### src/aleu_pkg.sv
// Package for the arithmetic and logic execute unit: register map,
// status flag layout, operation codes, state and state record types.
// Assumes one clock domain and an APB slave port with 32-bit data.
`default_nettype none

package aleu_pkg;

   // Datapath widths
   localparam int DATA_W = 8;
   localparam int WORD_W = 16;
   localparam int PC_W = 16;
   localparam int JOFS_W = 12;
   localparam int OP_W = 5;
   localparam int ADDR_W = 8;

   // Register byte offsets
   localparam logic [ADDR_W-1:0] REG_CMD = 8'h00;   // Write starts an operation
   localparam logic [ADDR_W-1:0] REG_DEST = 8'h04;  // Destination, low byte of a pair
   localparam logic [ADDR_W-1:0] REG_SRC = 8'h08;   // Source register or constant
   localparam logic [ADDR_W-1:0] REG_DESTH = 8'h0c; // High byte of a register pair
   localparam logic [ADDR_W-1:0] REG_SREG = 8'h10;  // Status flags
   localparam logic [ADDR_W-1:0] REG_PC = 8'h14;    // Program counter
   localparam logic [ADDR_W-1:0] REG_JOFS = 8'h18;  // Signed jump offset
   localparam logic [ADDR_W-1:0] REG_STAT = 8'h1c;  // Busy and last cycle count

   // Status flag positions
   localparam int FLAG_C = 0;
   localparam int FLAG_Z = 1;
   localparam int FLAG_N = 2;
   localparam int FLAG_V = 3;
   localparam int FLAG_S = 4;
   localparam int FLAG_H = 5;
   localparam int STAT_BUSY = 0;
   localparam int STAT_CYC_LSB = 4;

   // Reset values and fixed constants
   localparam logic [DATA_W-1:0] SREG_RST = 8'h00;
   localparam logic [DATA_W-1:0] BYTE_RST = 8'h00;
   localparam logic [PC_W-1:0] PC_RST = 16'h0000;
   localparam logic [DATA_W-1:0] BYTE_ONES = 8'hff;
   localparam logic [DATA_W-1:0] BYTE_ZERO = 8'h00;
   localparam logic [DATA_W-1:0] BYTE_ONE = 8'h01;
   localparam logic [1:0] CYC_ONE = 2'h1;
   localparam logic [1:0] CYC_TWO = 2'h2;

   // Operation codes written to REG_CMD
   localparam logic [OP_W-1:0] OP_ADD = 5'h00;
   localparam logic [OP_W-1:0] OP_ADD_WITH_CARRY = 5'h01;
   localparam logic [OP_W-1:0] OP_ADD_IMMEDIATE_WORD = 5'h02;
   localparam logic [OP_W-1:0] OP_SUBTRACT = 5'h03;
   localparam logic [OP_W-1:0] OP_SUBTRACT_IMMEDIATE = 5'h04;
   localparam logic [OP_W-1:0] OP_SUBTRACT_WITH_CARRY = 5'h05;
   localparam logic [OP_W-1:0] OP_SUBTRACT_IMMEDIATE_WITH_CARRY = 5'h06;
   localparam logic [OP_W-1:0] OP_SUBTRACT_IMMEDIATE_WORD = 5'h07;
   localparam logic [OP_W-1:0] OP_AND_REGISTERS = 5'h08;
   localparam logic [OP_W-1:0] OP_AND_IMMEDIATE = 5'h09;
   localparam logic [OP_W-1:0] OP_OR_REGISTERS = 5'h0a;
   localparam logic [OP_W-1:0] OP_OR_IMMEDIATE = 5'h0b;
   localparam logic [OP_W-1:0] OP_EXCLUSIVE_OR_REGISTERS = 5'h0c;
   localparam logic [OP_W-1:0] OP_ONES_COMPLEMENT = 5'h0d;
   localparam logic [OP_W-1:0] OP_TWOS_COMPLEMENT = 5'h0e;
   localparam logic [OP_W-1:0] OP_SET_BITS_MASK = 5'h0f;
   localparam logic [OP_W-1:0] OP_CLEAR_BITS_MASK = 5'h10;
   localparam logic [OP_W-1:0] OP_INCREMENT = 5'h11;
   localparam logic [OP_W-1:0] OP_DECREMENT_REGISTER = 5'h12;
   localparam logic [OP_W-1:0] OP_TEST_REGISTER = 5'h13;
   localparam logic [OP_W-1:0] OP_CLEAR_REGISTER = 5'h14;
   localparam logic [OP_W-1:0] OP_SET_REGISTER_ALL_ONES = 5'h15;
   localparam logic [OP_W-1:0] OP_RELATIVE_JUMP = 5'h16;
   localparam logic [OP_W-1:0] OP_LAST = 5'h16;

   // Execution sequencer states
   typedef enum logic [1:0] {ST_IDLE, ST_EXEC1, ST_EXEC2} aleu_state_t;

   // Whole state of the core
   typedef struct packed {
      aleu_state_t st;
      logic [OP_W-1:0] op;
      logic [DATA_W-1:0] dest;
      logic [DATA_W-1:0] src;
      logic [DATA_W-1:0] desth;
      logic [DATA_W-1:0] sreg;
      logic [PC_W-1:0] pc;
      logic [JOFS_W-1:0] jofs;
      logic [1:0] last_cyc;
      logic rdy;
      logic slverr;
      logic [31:0] rdata;
   } aleu_regs_t;

endpackage

`default_nettype wire

### src/aleu_dp_if.sv
// Interface joining the core to its byte adder and word adder.
// Assumes both adders are purely combinational.
`default_nettype none

interface aleu_dp_if;
   import aleu_pkg::*;
   // Byte adder operands and results
   logic [DATA_W-1:0] a;
   logic [DATA_W-1:0] b;
   logic cin;
   logic sub;
   logic [DATA_W-1:0] sum;
   logic c;
   logic h;
   logic v;
   // Word adder operands and results
   logic [WORD_W-1:0] wd;
   logic [DATA_W-1:0] wk;
   logic wsub;
   logic [WORD_W-1:0] wres;
   logic wc;
   logic wv;

   modport core (output a, b, cin, sub, wd, wk, wsub, input sum, c, h, v, wres, wc, wv);
   modport add8 (input a, b, cin, sub, output sum, c, h, v);
   modport word (input wd, wk, wsub, output wres, wc, wv);
endinterface

`default_nettype wire

### src/aleu_add8.sv
// Byte adder and subtractor with carry, half-carry and overflow.
// Assumes the core holds the operands steady for the whole operation.
`default_nettype none

module aleu_add8 (
   aleu_dp_if.add8 dp
);
   import aleu_pkg::*;

   logic [DATA_W-1:0] bx;
   logic cx;
   logic [DATA_W:0] full;
   logic [4:0] low;

   // Subtraction adds the inverted operand and inverted borrow
   always_comb
   begin
      bx = dp.sub ? ~dp.b : dp.b;
      cx = dp.sub ? ~dp.cin : dp.cin;
      full = {1'b0, dp.a} + {1'b0, bx} + {{DATA_W{1'b0}}, cx};
      low = {1'b0, dp.a[3:0]} + {1'b0, bx[3:0]} + {4'h0, cx};
   end

   // Borrow is the inverse of the carry for subtraction
   assign dp.sum = full[DATA_W-1:0];
   assign dp.c = dp.sub ? ~full[DATA_W] : full[DATA_W];
   assign dp.h = dp.sub ? ~low[4] : low[4];
   assign dp.v = (dp.a[DATA_W-1] == bx[DATA_W-1]) &&
                 (full[DATA_W-1] != dp.a[DATA_W-1]);
endmodule

`default_nettype wire

### src/aleu_core.sv
// Arithmetic and logic execute unit with an APB register port.
// Assumes software loads operands, then writes an operation code to start.
`default_nettype none

module aleu_core (
   input wire logic pclk,
   input wire logic presetn,
   input wire logic psel,
   input wire logic penable,
   input wire logic pwrite,
   input wire logic [aleu_pkg::ADDR_W-1:0] paddr,
   input wire logic [31:0] pwdata,
   output logic [31:0] prdata,
   output logic pready,
   output logic pslverr
);
   import aleu_pkg::*;

   aleu_regs_t s_reg;
   aleu_regs_t s_next;
   aleu_dp_if dp ();

   // Sets zero, negative and overflow of a flag byte from a result
   function automatic logic [DATA_W-1:0] set_znv(input logic [DATA_W-1:0] f,
                                                 input logic [DATA_W-1:0] r,
                                                 input logic v);
      logic [DATA_W-1:0] o;
      o = f;
      o[FLAG_Z] = (r == BYTE_ZERO);
      o[FLAG_N] = r[DATA_W-1];
      o[FLAG_V] = v;
      return o;
   endfunction

   // True for the operations that need two execution cycles
   function automatic logic is_two_cycle(input logic [OP_W-1:0] op);
      return (op == OP_ADD_IMMEDIATE_WORD) || (op == OP_SUBTRACT_IMMEDIATE_WORD) ||
             (op == OP_RELATIVE_JUMP);
   endfunction

   // Returns one when the offset decodes to a register
   function automatic logic is_mapped(input logic [ADDR_W-1:0] a);
      return (a == REG_CMD) || (a == REG_DEST) || (a == REG_SRC) ||
             (a == REG_DESTH) || (a == REG_SREG) || (a == REG_PC) ||
             (a == REG_JOFS) || (a == REG_STAT);
   endfunction

   // Byte and word adders
   aleu_add8 u_add8 (
      .dp(dp.add8)
   );

   aleu_word16 u_word16 (
      .dp(dp.word)
   );

   logic [DATA_W-1:0] res8;
   logic [DATA_W-1:0] flags8;
   logic wr_dest8;
   logic [WORD_W-1:0] wres;
   logic [DATA_W-1:0] wflags;
   logic [PC_W-1:0] jump_target;
   logic access;
   logic busy;

   // Adder operand steering for the latched operation
   always_comb
   begin
      dp.a = s_reg.dest;
      dp.b = s_reg.src;
      dp.cin = 1'b0;
      dp.sub = 1'b0;
      dp.wd = {s_reg.desth, s_reg.dest};
      dp.wk = s_reg.src;
      dp.wsub = (s_reg.op == OP_SUBTRACT_IMMEDIATE_WORD);
      unique case (s_reg.op)
         OP_ADD_WITH_CARRY:
            dp.cin = s_reg.sreg[FLAG_C];
         OP_SUBTRACT, OP_SUBTRACT_IMMEDIATE:
            dp.sub = 1'b1;
         OP_SUBTRACT_WITH_CARRY, OP_SUBTRACT_IMMEDIATE_WITH_CARRY:
         begin
            dp.sub = 1'b1;
            dp.cin = s_reg.sreg[FLAG_C];
         end
         OP_TWOS_COMPLEMENT:
         begin
            dp.a = BYTE_ZERO;
            dp.b = s_reg.dest;
            dp.sub = 1'b1;
         end
         OP_INCREMENT:
            dp.b = BYTE_ONE;
         OP_DECREMENT_REGISTER:
         begin
            dp.b = BYTE_ONE;
            dp.sub = 1'b1;
         end
         default:
            dp.cin = 1'b0;
      endcase
   end

   // Byte result and its flags
   always_comb
   begin
      res8 = dp.sum;
      flags8 = s_reg.sreg;
      wr_dest8 = 1'b1;
      unique case (s_reg.op)
         OP_ADD, OP_ADD_WITH_CARRY, OP_SUBTRACT, OP_SUBTRACT_IMMEDIATE,
         OP_SUBTRACT_WITH_CARRY, OP_SUBTRACT_IMMEDIATE_WITH_CARRY,
         OP_TWOS_COMPLEMENT:
         begin
            // Carry, half-carry, zero, negative and overflow from the byte adder
            flags8 = set_znv(s_reg.sreg, dp.sum, dp.v);
            flags8[FLAG_C] = dp.c;
            flags8[FLAG_H] = dp.h;
         end
         OP_AND_REGISTERS, OP_AND_IMMEDIATE:
         begin
            res8 = s_reg.dest & s_reg.src;
            flags8 = set_znv(s_reg.sreg, res8, 1'b0);
         end
         OP_OR_REGISTERS, OP_OR_IMMEDIATE, OP_SET_BITS_MASK:
         begin
            res8 = s_reg.dest | s_reg.src;
            flags8 = set_znv(s_reg.sreg, res8, 1'b0);
         end
         OP_EXCLUSIVE_OR_REGISTERS:
         begin
            res8 = s_reg.dest ^ s_reg.src;
            flags8 = set_znv(s_reg.sreg, res8, 1'b0);
         end
         OP_CLEAR_REGISTER:
         begin
            res8 = s_reg.dest ^ s_reg.dest;
            flags8 = set_znv(s_reg.sreg, res8, 1'b0);
         end
         OP_ONES_COMPLEMENT:
         begin
            res8 = BYTE_ONES - s_reg.dest;
            flags8 = set_znv(s_reg.sreg, res8, 1'b0);
            flags8[FLAG_C] = 1'b1;
         end
         OP_CLEAR_BITS_MASK:
         begin
            res8 = s_reg.dest & (BYTE_ONES - s_reg.src);
            flags8 = set_znv(s_reg.sreg, res8, 1'b0);
         end
         OP_INCREMENT, OP_DECREMENT_REGISTER:
            flags8 = set_znv(s_reg.sreg, dp.sum, dp.v);
         OP_TEST_REGISTER:
         begin
            res8 = s_reg.dest & s_reg.dest;
            flags8 = set_znv(s_reg.sreg, res8, 1'b0);
         end
         OP_SET_REGISTER_ALL_ONES:
            res8 = BYTE_ONES;
         default:
            wr_dest8 = 1'b0;
      endcase
   end

   // Word result, word flags and jump target
   always_comb
   begin
      wres = dp.wres;
      wflags = s_reg.sreg;
      wflags[FLAG_Z] = (dp.wres == {WORD_W{1'b0}});
      wflags[FLAG_N] = dp.wres[WORD_W-1];
      wflags[FLAG_V] = dp.wv;
      wflags[FLAG_C] = dp.wc;
      wflags[FLAG_S] = dp.wres[WORD_W-1] ^ dp.wv;
      jump_target = s_reg.pc + {{(PC_W-JOFS_W){s_reg.jofs[JOFS_W-1]}}, s_reg.jofs} +
                    {{(PC_W-1){1'b0}}, 1'b1};
   end

   assign access = psel && penable && !s_reg.rdy;
   assign busy = (s_reg.st != ST_IDLE);

   // Bus slave, sequencer and register updates
   always_comb
   begin
      s_next = s_reg;
      s_next.rdy = 1'b0;
      s_next.slverr = 1'b0;   // Error stands only with its ready pulse
      // Execution: one-cycle ops commit in EXEC1, word ops and jump in EXEC2
      unique case (s_reg.st)
         ST_IDLE:
            s_next.st = ST_IDLE;
         ST_EXEC1:
         begin
            if (is_two_cycle(s_reg.op))
               s_next.st = ST_EXEC2;
            else
            begin
               if (wr_dest8)
                  s_next.dest = res8;
               s_next.sreg = flags8;
               s_next.last_cyc = CYC_ONE;
               s_next.st = ST_IDLE;
            end
         end
         ST_EXEC2:
         begin
            if (s_reg.op == OP_RELATIVE_JUMP)
               s_next.pc = jump_target;
            else
            begin
               s_next.dest = wres[DATA_W-1:0];
               s_next.desth = wres[WORD_W-1:DATA_W];
               s_next.sreg = wflags;
            end
            s_next.last_cyc = CYC_TWO;
            s_next.st = ST_IDLE;
         end
         default:
            s_next.st = ST_IDLE;
      endcase
      // Reads answer at once; writes wait until execution has ended
      if (access && (!pwrite || !busy))
      begin
         s_next.rdy = 1'b1;
         s_next.slverr = !is_mapped(paddr);
         s_next.rdata = 32'h0000_0000;
         if (pwrite)
         begin
            unique case (paddr)
               REG_CMD:
               begin
                  if (pwdata[OP_W-1:0] <= OP_LAST)
                  begin
                     s_next.op = pwdata[OP_W-1:0];
                     s_next.st = ST_EXEC1;
                  end
                  else
                     s_next.slverr = 1'b1;   // Unknown operation code
               end
               REG_DEST:
                  s_next.dest = pwdata[DATA_W-1:0];
               REG_SRC:
                  s_next.src = pwdata[DATA_W-1:0];
               REG_DESTH:
                  s_next.desth = pwdata[DATA_W-1:0];
               REG_SREG:
                  s_next.sreg = pwdata[DATA_W-1:0];
               REG_PC:
                  s_next.pc = pwdata[PC_W-1:0];
               REG_JOFS:
                  s_next.jofs = pwdata[JOFS_W-1:0];
               default:
                  s_next.rdata = 32'h0000_0000;   // Read-only or unmapped
            endcase
         end
         else
         begin
            unique case (paddr)
               REG_CMD:
                  s_next.rdata[OP_W-1:0] = s_reg.op;
               REG_DEST:
                  s_next.rdata[DATA_W-1:0] = s_reg.dest;
               REG_SRC:
                  s_next.rdata[DATA_W-1:0] = s_reg.src;
               REG_DESTH:
                  s_next.rdata[DATA_W-1:0] = s_reg.desth;
               REG_SREG:
                  s_next.rdata[DATA_W-1:0] = s_reg.sreg;
               REG_PC:
                  s_next.rdata[PC_W-1:0] = s_reg.pc;
               REG_JOFS:
                  s_next.rdata[JOFS_W-1:0] = s_reg.jofs;
               REG_STAT:
               begin
                  s_next.rdata[STAT_BUSY] = busy;
                  s_next.rdata[STAT_CYC_LSB +: 2] = s_reg.last_cyc;
               end
               default:
                  s_next.rdata = 32'h0000_0000;
            endcase
         end
      end
   end

   // State register
   always_ff @(posedge pclk or negedge presetn)
   begin
      if (!presetn)
      begin
         s_reg.st <= ST_IDLE;
         s_reg.op <= OP_ADD;
         s_reg.dest <= BYTE_RST;
         s_reg.src <= BYTE_RST;
         s_reg.desth <= BYTE_RST;
         s_reg.sreg <= SREG_RST;
         s_reg.pc <= PC_RST;
         s_reg.jofs <= {JOFS_W{1'b0}};
         s_reg.last_cyc <= 2'h0;
         s_reg.rdy <= 1'b0;
         s_reg.slverr <= 1'b0;
         s_reg.rdata <= 32'h0000_0000;
      end
      else
         s_reg <= s_next;
   end

   // Bus outputs straight from the state register
   assign prdata = s_reg.rdata;
   assign pready = s_reg.rdy;
   assign pslverr = s_reg.slverr;
endmodule

`default_nettype wire

### src/aleu_word16.sv
// Register pair adder: adds or subtracts an immediate from a 16-bit pair.
// Assumes the core samples the result in the second execution cycle.
`default_nettype none

module aleu_word16 (
   aleu_dp_if.word dp
);
   import aleu_pkg::*;

   logic [WORD_W:0] full;

   // Zero-extended immediate added or subtracted
   always_comb
   begin
      if (dp.wsub)
         full = {1'b0, dp.wd} - {{(WORD_W-DATA_W+1){1'b0}}, dp.wk};
      else
         full = {1'b0, dp.wd} + {{(WORD_W-DATA_W+1){1'b0}}, dp.wk};
   end

   // Carry or borrow out of bit 15; overflow when the sign flips wrongly
   assign dp.wres = full[WORD_W-1:0];
   assign dp.wc = full[WORD_W];
   assign dp.wv = dp.wsub ? (dp.wd[WORD_W-1] & ~full[WORD_W-1])
                          : (~dp.wd[WORD_W-1] & full[WORD_W-1]);
endmodule

`default_nettype wire
### config.mk
export PLATFORM = sky130hd
export DESIGN_NAME = aleu_core
export DESIGN_NICKNAME = d
export VERILOG_FILES = /design/src/aleu_pkg.sv /design/src/aleu_dp_if.sv /design/src/aleu_add8.sv /design/src/aleu_core.sv /design/src/aleu_word16.sv
export SDC_FILE = /design/constraint.sdc
export NUM_CORES = 1
export LEC_CHECK = 0
export ABC_CLOCK_PERIOD_IN_PS = 4100
export BUFFER_PORTS_ARGS = -buffer_cell sky130_fd_sc_hd__buf_2
export CORE_UTILIZATION = 50
export CTS_BUF_LIST = sky130_fd_sc_hd__clkbuf_16
export DETAILED_ROUTE_END_ITERATION = 6
export PLACE_DENSITY = 0.73
export RECOVER_POWER = 100
export SLEW_MARGIN = 20
export SYNTH_ARGS = -nofsm -noshare
export SYNTH_HDL_FRONTEND = slang
export SYNTH_SLANG_ARGS = --single-unit
### constraint.sdc
create_clock -name pclk -period 4.1 [get_ports pclk]
set_input_delay 1.23 -clock pclk [delete_from_list [all_inputs] [get_ports pclk]]
set_output_delay 1.23 -clock pclk [all_outputs]
set_load 0.1 [all_outputs]
==> results.md <==
- Main flop type after synthesis: sky130_fd_sc_hd__dfrtp_1
- Fillers: 1446
- Number of H-tree levels: 3
- Maximum number of pins on one net before global-route repair: 53
- Area of the core: 0.0154 mm2
- Post-Synth Adder-Cell Area: 0.116
- Setup Crit Path Kind: flip-flop to flip-flop
- Violations in the final reports: design-rule violations
- Number of antenna repair diodes: 0
- Portion of netlist area occupied by mux cells: 0.0535
- Total power density per cell area: 250 mW/mm2
- Number of antenna violations at the first check in global routing: 0
- Die footprint: 0.0165 mm2
- Main combinational cell family by area after synthesis: compound AO/OA/AOI/OAI gates
- First-iteration detailed-routing DRC count: 615
- Worst slew pin tran: 1.34 ns
- Clock slew at the register clock pins of the worst setup and hold paths: 0.07 ns
- Xor and xnor fraction of the mapped netlist area: 0.0373
- Antenna viol nets, final: 0
- Buffer depth of the longest clock path: 2
- Post-layout min period: 3.91 ns
- Num Clock Sinks: 87
- Hold Crit Class: flip-flop to flip-flop
- Number of warnings printed during yosys synthesis: 0
- Critical path launch point type: flip-flop
- Most area-consuming cells after synthesis: sky130_fd_sc_hd__dfrtp_1 (27%), sky130_fd_sc_hd__ha_1 (11%), sky130_fd_sc_hd__a21oi_1 (5.1%)
- Static Leakage: 3.83 nW
- Worst-skew pair later-pin latency: 0.34 ns
- Area of all sequential standard cells: 0.00218 mm2
- Cell count after synthesis: 977
- Number of setup buffers added after CTS: 0
- TritonCTS clock tree: yes
- Final Hold Violating Endpoints: 0
- Library cells used by synthesis: 72
- Placed Instances: 1246
- Flip-flop count of the largest register after layout: 45
- Detailed-route vias per instance: 6.27
- Post-synthesis register bit count: 87
- Pre-CTS worst setup slack: 0.0422 ns
- Area of placed instances: 0.00866 mm2
- Number of rows in the core area: 45
- Total clock buffers created by CTS: 9
- Y dimension of the die: 128 um
- Gr usage total: 0.302
- Post-CTS Hold Buffers: 0
- Final number of setup-violating endpoints: 0
- Post-route insts no fill: 1262
- Share of Yosys cell area claimed by the top area cell type: 0.273
- Number of cells on the worst reg-to-reg path: 18
- Power after layout: 2.24 mW
- Total grt overflow: 0
- Biggest fanout along the worst timing path: 9
- Synth Area in Compound Gates: 0.254
- Signal arrival time at the worst endpoint: 4.15 ns
- WHS Path Cells: 2
- Vias in the first global route: 7429
- Multi-input gate area: 0.00533 mm2
- Overall die width: 128 um
- Mean Syn Cell Area: 8.17 um2
- Final worst setup slack: 0.185 ns
- Max capacitance violation total: 0
- # port buffers: 46
- First-pass GRT wire length: 38800 um
- Sequential area share after synthesis: 0.273
- Nets: 1162
- Commonest cells post-synth: sky130_fd_sc_hd__nor2_1 (96), sky130_fd_sc_hd__dfrtp_1 (87), sky130_fd_sc_hd__nand2_1 (86)
- Starting Density: 0.519
- Biggest area consumer among synthesized cells: sky130_fd_sc_hd__dfrtp_1
- Most common cell in the netlist: sky130_fd_sc_hd__nor2_1
- Simple-gate share of the synthesized area: 0.197
- Area growth from synthesis to layout: 12.0%
- Fraction of final layout cells with drive strength greater than 1: 0.146
- Final slew viol count: 0
- Top-level I/O count: 79
- Max rail drop VDD: 0.000165 V
- Synthesized area: 0.00798 mm2
- Iteration count of the initial detailed-routing pass: 7
- Routed len/inst: 19.4 um
- Count of flip-flops with a built-in enable after synthesis: 0
- Endpoint class of the critical path: flip-flop
- Critical path data required time: 4.34 ns
- Routed vias: 7915
- Dpl hpwl: 18600 um
- Achievable Freq: 255 MHz
- Result of the run: finished, violations left
- Number of design rule violations left after detail routing: 2
- Clock tree skew after final layout: 0.00996 ns
- Design area: 0.00894 mm2
- Routability congestion estimate: 0.976
- Routed wire length: 24500 um
- Rel. slew slack: 0.104
- Post-synth ARST share: 1.00
- Final core utilization: 0.581
- Crit share post-route: 0.955
- Clock tree root driver cell: sky130_fd_sc_hd__clkbuf_16
## through the flow
| step | hold slack (ns) | TNS [ns] |
|---|---|---|
| 2_1_floorplan | 0.440 | 0 |
| 3_3_place_gp | 0.446 | 0 |
| 3_5_place_dp | 0.450 | 0 |
| 4_1_cts | 0.466 | 0 |
| 5_1_grt | 0.497 | -0.00823 |
| 6_report | 0.467 | 0 |
## layer usage
layer	up-vias	part of all wire	GRT usage
met2	387	0.47	0.495
met3	88	0.076	0.0366
met4	0	0.048	0.145
li1	3682	-	-
met1	3758	0.41	0.399
met5	-	0	0
## final cells by class
cell class                 instances  share of cell area
clock inverter                     7              0.0109
clock buffer                       9              0.0252
multi-input combinational        793               0.597
tap                              211              0.0295
timing repair buffer             112              0.0759
sequential                        87               0.244
inverter                          43              0.0181
## layout by cell type, fill, tap and decap left out, drive strengths merged, types with 4 or more instances in the layout
| cell | netlist | layout |
|---|---|---|
| nor2 | 97 | 97 |
| dfrtp | 87 | 87 |
| nand2 | 86 | 86 |
| a21oi | 81 | 81 |
| buf | 35 | 80 |
| o21ai | 72 | 72 |
| ha | 67 | 67 |
| inv | 43 | 43 |
| clkbuf | 34 | 41 |
| nor3 | 32 | 32 |
| mux2 | 29 | 29 |
| a22oi | 29 | 29 |
| a21o | 20 | 20 |
| o21a | 20 | 20 |
| nand3 | 19 | 19 |
| xnor2 | 18 | 18 |
| xor2 | 16 | 16 |
| conb | 1 | 16 |
| a22o | 15 | 15 |
| nor4 | 15 | 15 |
| nor2b | 15 | 15 |
| nand4 | 13 | 13 |
| mux2i | 10 | 10 |
| nand2b | 10 | 10 |
| a31oi | 9 | 9 |
| a222oi | 8 | 8 |
| a221oi | 8 | 8 |
| o211ai | 7 | 7 |
| and3 | 5 | 5 |
| o31ai | 5 | 5 |
| or4 | 5 | 5 |
| and2 | 5 | 5 |
| o21bai | 4 | 4 |
| fa | 4 | 4 |
## report_power, final
group / switching [mW] / internal [mW] / total, mW / leakage [nW]
sequential: 0.0166 / 0.870 / 0.886 / 1.05
clock: 0.349 / 0.535 / 0.883 / 0.152
combinational: 0.307 / 0.159 / 0.466 / 2.63
total: 0.672 / 1.56 / 2.24 / 3.83
## cells by family (layout without fill, tap and decap cells)
kind of cell	Yosys count	count (layout)
compound gates	310	310
fa+ha+maj	72	72
simple gates	322	322
flops	87	87
xor+xnor	34	34
buf+inv	112	171
other cells	1	16
mux	39	39
## worst max-delay path, stage by stage (launching register included)
cell and delay [ns]:
sky130_fd_sc_hd__dfrtp_1 0.37, sky130_fd_sc_hd__buf_4 0.17, sky130_fd_sc_hd__nor2b_2 0.20, sky130_fd_sc_hd__nand2b_1 0.12, sky130_fd_sc_hd__a21oi_1 0.14, sky130_fd_sc_hd__nor2_1 0.08
sky130_fd_sc_hd__buf_4 0.16, sky130_fd_sc_hd__a22oi_1 0.18, sky130_fd_sc_hd__xor2_1 0.17, sky130_fd_sc_hd__ha_1 0.30, sky130_fd_sc_hd__a21oi_1 0.15, sky130_fd_sc_hd__nor2b_1 0.07
sky130_fd_sc_hd__a311oi_2 0.30, sky130_fd_sc_hd__a22o_1 0.26, sky130_fd_sc_hd__xnor2_1 0.15, sky130_fd_sc_hd__or4_1 0.57, sky130_fd_sc_hd__a22oi_2 0.24, sky130_fd_sc_hd__o21ai_2 0.12
sky130_fd_sc_hd__o41ai_2 0.06
## worst paths after layout
kind	start	to	slack [ns]
hold / removal	prdata[10]$_DFFE_PN0P_	prdata[10]$_DFFE_PN0P_	0.47
min in group asynchronous	presetn	prdata[5]$_DFFE_PN0P_	1.19
hold reg to reg	prdata[10]$_DFFE_PN0P_	prdata[10]$_DFFE_PN0P_	0.47
max in group asynchronous	presetn	s_reg[43]$_DFFE_PN0P_	1.29
setup reg to reg	s_reg[100]$_DFFE_PN0P_	s_reg[65]$_DFF_PN0_	0.19
setup / recovery	s_reg[100]$_DFFE_PN0P_	s_reg[65]$_DFF_PN0_	0.19
## repair_timing
item	in CTS	in global routing
pin swaps	0	1
resized for setup	1	15
endpoints found under the hold margin	0	0
setup endpoints to repair	1	8
Note: power is estimated with default switching activity, not from simulation.
